==> src/hdl/aspsl_regs.svh <==
// Purpose: Constants for the asynchronous serial port with sleep
// Assumes: Included by bare name
// Notes: Bit positions and length codes of mode bits, timing constants
`ifndef ASPSL_REGS_SVH
`define ASPSL_REGS_SVH
// ==========================================
// Mode bits
`define ASPSL_MODE_STOP2 4
`define ASPSL_MODE_EVEN 5
`define ASPSL_MODE_PAREN 6
`define ASPSL_MODE_SLEEP 7
`define ASPSL_MODE_LEN_7 3'h4
`define ASPSL_MODE_LEN_8 3'h5
`define ASPSL_MODE_LEN_9 3'h6
// ==========================================
// Timing
`define ASPSL_OVERSAMPLE 5'h10
`define ASPSL_HALF_BIT 4'h7
`define ASPSL_LAST_TICK 4'hF
`endif

==> src/hdl/aspsl_pkg.sv <==
// Purpose: Types for the asynchronous serial port with sleep
// Assumes: Nothing
// Notes: State enumerations only
package aspsl_pkg;
    // ==========================================
    // Transmit and receive phases
    typedef enum logic [2:0] {
        ASPSL_IDLE,
        ASPSL_START,
        ASPSL_DATA,
        ASPSL_PARITY,
        ASPSL_STOP
    } aspsl_phase_t;
endpackage

==> src/hdl/aspsl_top.sv <==
// Purpose: Asynchronous serial transmitter and receiver with sleep filter
// Assumes: Inputs synchronous to sys_clk; sync mode codes not supported
// Notes: Flags are plain ports; software strobes are one-cycle pulses
// Notes on behaviour
// - Mode bit 6 enables parity both ways
// - Control0 bit2 chooses permit input or ready output
// - Start needs enable, buffer full, permit low
// - Shift LSB first with parity, stop bits
// - Buffer write clears empty; load sets it
// - Buffer reloads shifter automatically after frame
// - Started frame ignores enable, flag, permit
// - Start checked during frame end; back to back
// - Shift empty sets after frame end, clears start
// - Empty flag rising raises transmit request
// - Receiver divider starts on start bit
// - Ready output high, low on enable, high receiving
// - Last bit copies shifter to buffer, sets full
// - Full flag rising raises receive request
// - Overrun when transfer finds full set and no low read in that cycle
// - Framing error on missing stop bits
// - Parity error on parity mismatch
// - Summary flag ORs the three errors
// - Receive flags set only at transfer
// - Errors clear on low read or disable
// - Mode bit 7 enables sleep mode
// - Sleep drops frames with top bit zero
// - Mode bits 0 to 2 pick length
// - Mode bit 4 picks stop bit count
// - Mode bit 5 picks odd or even
// - Clock divided by value plus one, sixteen
`timescale 1ns/10ps
`default_nettype none
`include "aspsl_regs.svh"
module aspsl_top (
    input wire logic sys_clk,
    input wire logic nrst,
    input wire logic [7:0] mode_reg,
    input wire logic handshake_sel,
    input wire logic tx_enable_flag,
    input wire logic rx_enable_flag,
    input wire logic ext_clk_sel,
    input wire logic ext_clk_tick,
    input wire logic [7:0] bit_rate_value,
    input wire logic [8:0] tx_buffer_data,
    input wire logic tx_buffer_write,
    input wire logic rx_buffer_low_read,
    input wire logic send_permit_input,
    input wire logic serial_in_pin,
    output logic serial_out_pin,
    output logic receive_ready_output,
    output logic tx_buffer_empty_flag,
    output logic tx_shift_empty_flag,
    output logic frame_end_timing,
    output logic [8:0] rx_buffer_data,
    output logic rx_buffer_full_flag,
    output logic overrun_flag,
    output logic framing_error_flag,
    output logic parity_error_flag,
    output logic error_summary_flag,
    output logic tx_irq_request,
    output logic rx_irq_request
);
    // ==========================================
    // Format decode
    logic [3:0] data_bits;
    logic par_en;
    logic par_even;
    logic two_stop;
    logic [3:0] top_index;
    always_comb begin
        unique case (mode_reg[2:0])
            `ASPSL_MODE_LEN_7: data_bits = 4'h7;
            `ASPSL_MODE_LEN_9: data_bits = 4'h9;
            default: data_bits = 4'h8;
        endcase
        top_index = data_bits - 4'h1;
        par_en = mode_reg[`ASPSL_MODE_PAREN];
        par_even = mode_reg[`ASPSL_MODE_EVEN];
        two_stop = mode_reg[`ASPSL_MODE_STOP2];
    end
    // ==========================================
    // Bit rate prescaler
    logic [7:0] rate_cnt;
    logic src_tick;
    logic os_tick;
    assign src_tick = ext_clk_sel ? ext_clk_tick : 1'b1;
    always_ff @(posedge sys_clk or negedge nrst) begin
        if (!nrst) begin
            rate_cnt <= 8'h00;
            os_tick <= 1'b0;
        end else begin
            os_tick <= 1'b0;
            if (src_tick) begin
                if (rate_cnt == 8'h00) begin
                    rate_cnt <= bit_rate_value;
                    os_tick <= 1'b1;
                end else begin
                    rate_cnt <= rate_cnt - 8'h01;
                end
            end
        end
    end
    // ==========================================
    // Transmitter
    aspsl_pkg::aspsl_phase_t tx_phase;
    logic [3:0] tx_os;
    logic [3:0] tx_idx;
    logic [8:0] tx_shift;
    logic [8:0] tx_hold;
    logic tx_par;
    logic tx_bit_end;
    logic tx_go;
    logic permit_ok;
    assign tx_bit_end = os_tick && (tx_os == `ASPSL_LAST_TICK);
    assign permit_ok = handshake_sel || !send_permit_input;
    assign tx_go = tx_enable_flag && !tx_buffer_empty_flag && permit_ok;
    always_ff @(posedge sys_clk or negedge nrst) begin
        if (!nrst) begin
            tx_hold <= 9'h000;
        end else if (tx_buffer_write) begin
            tx_hold <= tx_buffer_data;
        end
    end
    always_ff @(posedge sys_clk or negedge nrst) begin
        if (!nrst) begin
            tx_phase <= aspsl_pkg::ASPSL_IDLE;
            tx_os <= 4'h0;
            tx_idx <= 4'h0;
            tx_shift <= 9'h000;
            tx_par <= 1'b0;
            serial_out_pin <= 1'b1;
            frame_end_timing <= 1'b1;
        end else begin
            if (os_tick) begin
                tx_os <= tx_os + 4'h1;
            end
            unique case (tx_phase)
                aspsl_pkg::ASPSL_IDLE: begin
                    frame_end_timing <= 1'b1;
                    serial_out_pin <= 1'b1;
                    if (tx_go) begin
                        tx_shift <= tx_hold;
                        tx_par <= ~par_even;
                        tx_phase <= aspsl_pkg::ASPSL_START;
                        tx_os <= 4'h0;
                        serial_out_pin <= 1'b0;
                        frame_end_timing <= 1'b0;
                    end
                end
                aspsl_pkg::ASPSL_START: begin
                    if (tx_bit_end) begin
                        tx_phase <= aspsl_pkg::ASPSL_DATA;
                        tx_idx <= 4'h0;
                        serial_out_pin <= tx_shift[0];
                    end
                end
                aspsl_pkg::ASPSL_DATA: begin
                    if (tx_bit_end) begin
                        tx_par <= tx_par ^ tx_shift[0];
                        tx_shift <= {1'b0, tx_shift[8:1]};
                        tx_idx <= tx_idx + 4'h1;
                        if (tx_idx == top_index) begin
                            tx_idx <= 4'h0;
                            if (par_en) begin
                                tx_phase <= aspsl_pkg::ASPSL_PARITY;
                                serial_out_pin <= tx_par ^ tx_shift[0];
                            end else begin
                                tx_phase <= aspsl_pkg::ASPSL_STOP;
                                serial_out_pin <= 1'b1;
                            end
                        end else begin
                            serial_out_pin <= tx_shift[1];
                        end
                    end
                end
                aspsl_pkg::ASPSL_PARITY: begin
                    if (tx_bit_end) begin
                        tx_phase <= aspsl_pkg::ASPSL_STOP;
                        serial_out_pin <= 1'b1;
                    end
                end
                aspsl_pkg::ASPSL_STOP: begin
                    if (tx_bit_end) begin
                        tx_idx <= tx_idx + 4'h1;
                        if (tx_idx == {3'h0, two_stop}) begin
                            tx_phase <= aspsl_pkg::ASPSL_IDLE;
                            frame_end_timing <= 1'b1;
                        end
                    end
                end
                default: tx_phase <= aspsl_pkg::ASPSL_IDLE;
            endcase
        end
    end
    // Load strobe: idle and start condition met
    logic tx_load;
    assign tx_load = (tx_phase == aspsl_pkg::ASPSL_IDLE) && tx_go;
    always_ff @(posedge sys_clk or negedge nrst) begin
        if (!nrst) begin
            tx_buffer_empty_flag <= 1'b1;
            tx_irq_request <= 1'b0;
        end else begin
            tx_irq_request <= 1'b0;
            if (tx_load) begin
                tx_buffer_empty_flag <= 1'b1;
                tx_irq_request <= 1'b1;
            end else if (tx_buffer_write) begin
                tx_buffer_empty_flag <= 1'b0;
            end
        end
    end
    always_ff @(posedge sys_clk or negedge nrst) begin
        if (!nrst) begin
            tx_shift_empty_flag <= 1'b1;
        end else if (tx_load) begin
            tx_shift_empty_flag <= 1'b0;
        end else if (frame_end_timing) begin
            tx_shift_empty_flag <= 1'b1;
        end
    end
    // ==========================================
    // Receiver
    aspsl_pkg::aspsl_phase_t rx_phase;
    logic [3:0] rx_os;
    logic [3:0] rx_idx;
    logic [8:0] rx_shift;
    logic rx_par;
    logic rx_stop_bad;
    logic rx_sample;
    logic rx_done;
    logic rx_keep;
    logic rx_par_bad;
    logic rx_frm_bad;
    assign rx_sample = os_tick && (rx_os == `ASPSL_HALF_BIT);
    always_ff @(posedge sys_clk or negedge nrst) begin
        if (!nrst) begin
            rx_phase <= aspsl_pkg::ASPSL_IDLE;
            rx_os <= 4'h0;
            rx_idx <= 4'h0;
            rx_shift <= 9'h000;
            rx_par <= 1'b0;
            rx_stop_bad <= 1'b0;
            rx_done <= 1'b0;
        end else begin
            rx_done <= 1'b0;
            if (os_tick) begin
                rx_os <= rx_os + 4'h1;
            end
            unique case (rx_phase)
                aspsl_pkg::ASPSL_IDLE: begin
                    if (rx_enable_flag && !serial_in_pin) begin
                        rx_phase <= aspsl_pkg::ASPSL_START;
                        rx_os <= 4'h0;
                        rx_stop_bad <= 1'b0;
                    end
                end
                aspsl_pkg::ASPSL_START: begin
                    if (rx_sample) begin
                        if (serial_in_pin) begin
                            rx_phase <= aspsl_pkg::ASPSL_IDLE;
                        end else begin
                            rx_phase <= aspsl_pkg::ASPSL_DATA;
                            rx_idx <= 4'h0;
                            rx_shift <= 9'h000;
                            rx_par <= ~par_even;
                        end
                    end
                end
                aspsl_pkg::ASPSL_DATA: begin
                    if (rx_sample) begin
                        rx_shift[rx_idx] <= serial_in_pin;
                        rx_par <= rx_par ^ serial_in_pin;
                        rx_idx <= rx_idx + 4'h1;
                        if (rx_idx == top_index) begin
                            rx_idx <= 4'h0;
                            rx_phase <= par_en ? aspsl_pkg::ASPSL_PARITY
                                               : aspsl_pkg::ASPSL_STOP;
                        end
                    end
                end
                aspsl_pkg::ASPSL_PARITY: begin
                    if (rx_sample) begin
                        rx_par <= rx_par ^ serial_in_pin;
                        rx_phase <= aspsl_pkg::ASPSL_STOP;
                    end
                end
                aspsl_pkg::ASPSL_STOP: begin
                    if (rx_sample) begin
                        rx_idx <= rx_idx + 4'h1;
                        if (!serial_in_pin) begin
                            rx_stop_bad <= 1'b1;
                        end
                        if (rx_idx == {3'h0, two_stop}) begin
                            rx_phase <= aspsl_pkg::ASPSL_IDLE;
                            rx_done <= 1'b1;
                        end
                    end
                end
                default: rx_phase <= aspsl_pkg::ASPSL_IDLE;
            endcase
        end
    end
    // Last stop sample already held in rx_stop_bad when rx_done is high
    assign rx_frm_bad = rx_stop_bad;
    assign rx_par_bad = par_en && rx_par;
    assign rx_keep = !mode_reg[`ASPSL_MODE_SLEEP] || rx_shift[top_index];
    always_ff @(posedge sys_clk or negedge nrst) begin
        if (!nrst) begin
            rx_buffer_data <= 9'h000;
            rx_buffer_full_flag <= 1'b0;
            overrun_flag <= 1'b0;
            framing_error_flag <= 1'b0;
            parity_error_flag <= 1'b0;
            error_summary_flag <= 1'b0;
            rx_irq_request <= 1'b0;
        end else begin
            rx_irq_request <= 1'b0;
            if (rx_done && rx_keep) begin
                rx_buffer_data <= rx_shift;
                rx_buffer_full_flag <= 1'b1;
                rx_irq_request <= !rx_buffer_full_flag || rx_buffer_low_read;
                overrun_flag <= rx_buffer_full_flag && !rx_buffer_low_read;
                framing_error_flag <= rx_frm_bad;
                parity_error_flag <= rx_par_bad;
                error_summary_flag <= (rx_buffer_full_flag && !rx_buffer_low_read)
                                      || rx_frm_bad || rx_par_bad;
            end else if (rx_buffer_low_read || !rx_enable_flag) begin
                rx_buffer_full_flag <= rx_buffer_full_flag && !rx_buffer_low_read;
                overrun_flag <= 1'b0;
                framing_error_flag <= 1'b0;
                parity_error_flag <= 1'b0;
                error_summary_flag <= 1'b0;
            end
        end
    end
    always_ff @(posedge sys_clk or negedge nrst) begin
        if (!nrst) begin
            receive_ready_output <= 1'b1;
        end else if (!handshake_sel || !rx_enable_flag) begin
            receive_ready_output <= 1'b1;
        end else if (rx_phase != aspsl_pkg::ASPSL_IDLE) begin
            receive_ready_output <= 1'b1;
        end else begin
            receive_ready_output <= 1'b0;
        end
    end
endmodule
`default_nettype wire

==> config.mk <==
export PLATFORM = sky130hd
export DESIGN_NAME = aspsl_top
export DESIGN_NICKNAME = d
export VERILOG_FILES = /design/src/hdl/aspsl_pkg.sv /design/src/hdl/aspsl_top.sv
export VERILOG_INCLUDE_DIRS = /design/src /design/src/hdl
export SDC_FILE = /design/constraint.sdc
export NUM_CORES = 1
export LEC_CHECK = 0
export BUFFER_PORTS_ARGS = -buffer_cell sky130_fd_sc_hd__buf_2
export CAP_MARGIN = 15
export CORE_MARGIN = 8
export CORE_UTILIZATION = 52
export CTS_CLUSTER_SIZE = 24
export DETAILED_ROUTE_END_ITERATION = 6
export PLACE_DENSITY = 0.75
export SYNTH_ARGS = -nofsm -noshare
export SYNTH_HDL_FRONTEND = slang
export SYNTH_SLANG_ARGS = --single-unit
==> constraint.sdc <==
create_clock -name sys_clk -period 1.6 [get_ports sys_clk]
set_input_delay 0.08 -clock sys_clk [delete_from_list [all_inputs] [get_ports sys_clk]]
set_output_delay 0.08 -clock sys_clk [all_outputs]
set_load 0.01 [all_outputs]
==> impl_summary.md <==
Outcome
The checks that failed: negative setup slack. The flow ran to the end, but the final reports show violations.

Global routing
The initial antenna violation count was 0. Global routing finished with a remaining overflow of 0. The number of global-route vias before repair is 3630. The first global-routing pass estimated 16.9 mm of wire. Global routing consumed, over all layers together, 18.3% of the routing resources. Entering global routing, the biggest net connects 44 pins.

Die
The number of placed I/O pins is 57. The die outline area is 11300 sq um. The initial utilization of the core area, before any placement, comes to 52.4%.

The chip height is 106 microns. The x dimension of the die is 106 microns. The area of the core is 8050 sq um. The standard-cell row count is 33.

Clocking
The clock latency at the later pin of the worst-skew pair is 370 ps. The TritonCTS clock tree is yes. The number of H-tree branching levels is 3. The clock passes through at most 2 buffers. The post-CTS clock slew at the launch and capture registers of the worst setup and hold paths is 90 ps.

The number of clock buffers added by TritonCTS is 9. The tree built by TritonCTS fans out to 83 sinks. Clock tree synthesis selected as its root buffer the cell clkbuf_8.

Setup path
The launch point of the worst reg-to-reg path is rx_phase[0]$_DFFE_PN0P_. STA classifies the critical path startpoint as a flop. The register-to-register setup slack is -80 ps. Traced cell by cell, the critical path runs through or3b_4 > or3_4 > nor3b_4 > nand2_1 > nand2_1. The critical path's top delay family is simple AND/OR/NAND/NOR gates. The critical path endpoint category is a flop.

The arrival time of data at the critical path endpoint is 1990 ps. The critical-path maximum fanout is 6. The worst setup path is of the reg2reg kind. The critical path contains buffers and inverters numbering 0 combined. The master of the slowest instance on the critical path is dfrtp_2. By instance count, the cell type seen most on the critical path is nand2_1.

The startpoint of the worst setup timing path is rx_phase[0]$_DFFE_PN0P_. The critical path's largest stage delay is 450 ps. Data on the critical path is required at its endpoint by 1910 ps.

Drt
After detailed routing, the number of vias per cell comes to 5.54. The remaining routing DRC violations is 0. The remaining antenna violation count after routing is 0. The average wire per cell in the routed design is 15.4 microns. The iteration count of the initial detailed-routing pass is 4.

After the first detailed-routing iteration, the DRC count stood at 122. The post-detailed-routing wire length is 10.2 mm. The via count is 3685.

Timing
The final count of pins violating max slew is 0. The maximum operating frequency is 596 MHz. For the pin with the worst max-slew slack, the measured transition is 633 ps. The count of endpoints failing setup in the final report is 21. The final critical path time including I/O delays and setup is 1680 ps. The count of final hold-check violations is 0. The worst max-slew margin expressed relative to the limit is 57.7%. The share of the cycle needed by the critical path after routing is 105%. In the post-route analysis, the smallest setup slack over all paths is -77.5 ps. Setup repair after global routing could not meet its margin everywhere. The post-route clock skew is 12.4 ps.

Power and ir drop
The maximum ir drop on the vdd rail is 0.000677 V. The static leakage power is 0.00256 uW. In this run the power spent charging and discharging nets is 1940 uW. The internal portion of the total power is 3970 uW. The clock share of power is 26.7%. Combinational cells account for 26.0% of the total power. Net switching is 32.9% of the power. Of the total power, registers draw 47.2%. The cell area power density is 1070 nW/um^2.

Layout
The ratio of cells with drive above 1 in the final layout is 35.9%. The number of nets in the final layout is 600. The area growth from synthesis to layout is 31.0%. The library cell used most frequently in the layout, excluding fill and tap cells, is dfrtp_1.

0 antenna diodes ended up in the layout. The filler cells instantiated in the layout total 613. The number of standard cells in the layout, taps in and fillers out is 665. In the layout the commonest cells are 73 x dfrtp_1, 57 x nand2_1, 54 x buf_2, 46 x buf_4, 36 x nor2_1. The finished layout cell area is 5530 sq um.

Yosys
Of all cell types, the one taking the most synthesized area is dfrtp_1. The yosys synthesis warning count is 0. The post-synthesis cell type count is 57.

The primary flip-flop cell chosen by synthesis mapping is dfrtp_1. The post-synthesis instance area is 4220 sq um. Each instance of the synthesized netlist takes up on average 9.51 sq um. Summed over its instances, the top area cell type makes up 46.2% of the synthesized netlist area. The number of enable flip-flop cells after synthesis is 0. Summing the sequential cell areas from Yosys gives 49.3% of the chip area. In the synthesized netlist the async set-or-reset flop fraction comes to 100%.

Ranked by total cell area, the synthesized netlist is headed by dfrtp_1 46%, nand2_1 5.7%, mux2_2 5.1%. The number of register bits inferred by synthesis is 83. Counting every instance in the synthesized netlist gives 444. When the netlist entered floorplanning its net count stood at 489.

Placed design
Including well taps, the total number of placed cells is 628. The port buffer count is 55. The HPWL after detailed placement is 7.01 mm.

The cell area after placement is 4920 sq um. The congestion estimate from routability-driven global placement came to 0.842.

Job
The count of maximum capacitance violations is 0.

Min path
The hold path startpoint is bit_rate_value[2]. The worst hold-check path type is in2reg.
sequential cells by signal (all words and copies together), names as in the netlist, 3 cells and up:
register / cells
rate_cnt: 8
rx_idx: 4
rx_shift: 9
tx_os: 4
rx_os: 4
rx_phase: 3
rx_buffer_data: 9
tx_shift: 9
tx_hold: 9
tx_phase: 3
tx_idx: 4
power by group through the flow:
stage	clock [uW]	combinational (uW)	sequential (uW)
2_1_floorplan	0	933	2740
3_3_place_gp	0	1320	2770
3_5_place_dp	0	1390	2790
4_1_cts	1610	1420	2760
5_1_grt	1700	1730	2850
6_report	1580	1540	2790
worst register-to-register path, stage by stage, from the launching register on:
cell	delay [ps]
dfrtp_2	450
or3b_4	400
or3_4	380
nor3b_4	250
nand2_1	80
nand2_1	70
layer usage:
| metal | vias to the layer above | GRT usage (%) | part of all wire (%) |
|---|---|---|---|
| met2 | 95 | 29.8 | 49 |
| met5 | - | 0 | 0 |
| met3 | 23 | 4.36 | 5.2 |
| met4 | 0 | 8.24 | 2.4 |
| met1 | 1777 | 22.6 | 43 |
| li1 | 1790 | - | - |
cell type report:
class                           count  area, sq um  share of cell area [%]
Clock buffer                        9          124                    2.24
Inverter                           17         63.8                    1.15
Clock inverter                      7         81.3                    1.47
Timing Repair Buffer              121          855                    15.5
Tap cell                          105          131                    2.38
Sequential cell                    83         2090                    37.8
Multi-Input combinational cell    323         2180                    39.5
path summary, 6_finish.rpt:
check,to,depth (start not counted)
min reg2reg,rx_irq_request$_DFF_PN0_,1
min,rate_cnt[2]$_DFFE_PN0N_,3
max reg2reg,rx_shift[7]$_DFFE_PN0P_,5
min in group asynchronous,rx_buffer_data[0]$_DFFE_PN0P_,2
max in group asynchronous,rate_cnt[4]$_DFFE_PN0N_,3
max,rx_shift[7]$_DFFE_PN0P_,5
Yosys cell counts, types with 2 or more instances:
library cell  instances
nor4bb_1              2
a22o_1                4
mux2i_1               5
or2_2                 3
dfstp_2               5
mux2_2               19
a31o_2                2
nor3_2                2
and3_1                2
xor2_1                5
ha_1                  9
o22ai_1               6
nor3_1                8
o21ai_0              38
nor3b_1               3
inv_1                16
nand3_1              13
a21o_1                2
o41ai_1               2
nand4_1               7
a21oi_1              29
clkbuf_1              9
or3_1                 2
nor2b_1               7
nand2b_1              5
dfrtp_1              78
xnor2_1               6
buf_2                10
o211ai_1              2
nor2_1               43
nand2_1              64
a31oi_1              11
repair_timing:
| item | in CTS | in global routing |
|---|---|---|
| pin swaps | 12 | 23 |
| endpoints found under the hold margin | 91 | 0 |
| resized for setup | 17 | 39 |
| cloned | 2 | 0 |
| hold buffers | 12 | 0 |
| setup buffers | 3 | 4 |
| endpoints found under the setup margin | 22 | 44 |
through the flow:
stage                     util [%]  TNS [ps]  worst slack [ps]  hold slack [ps]  total power (uW)
after floorplan                  -      -412             -55.3             -216              3680
after global placement        61.1      -221             -33.0            -32.4              4090
after detailed placement      61.1      -783             -61.6            -31.3              4180
after CTS                     66.2      -704             -67.9             12.3              5790
after global routing          68.7     -3310              -188             23.3              6280
final                         68.7      -778             -77.5             12.6              5910
cells by family (layout without fill, tap and decap cells):
| logic type | count (synthesis) | after routing | share of synthesized area [%] |
|---|---|---|---|
| compound gates | 108 | 108 | 15.9 |
| mux | 24 | 24 | 6.25 |
| xor+xnor | 11 | 11 | 2.28 |
| fa+ha+maj | 9 | 9 | 2.67 |
| flops | 83 | 83 | 49.3 |
| simple gates | 171 | 171 | 19.7 |
| buf+inv | 38 | 154 | 3.94 |
No activity file was read; power rests on OpenSTA's default activity.
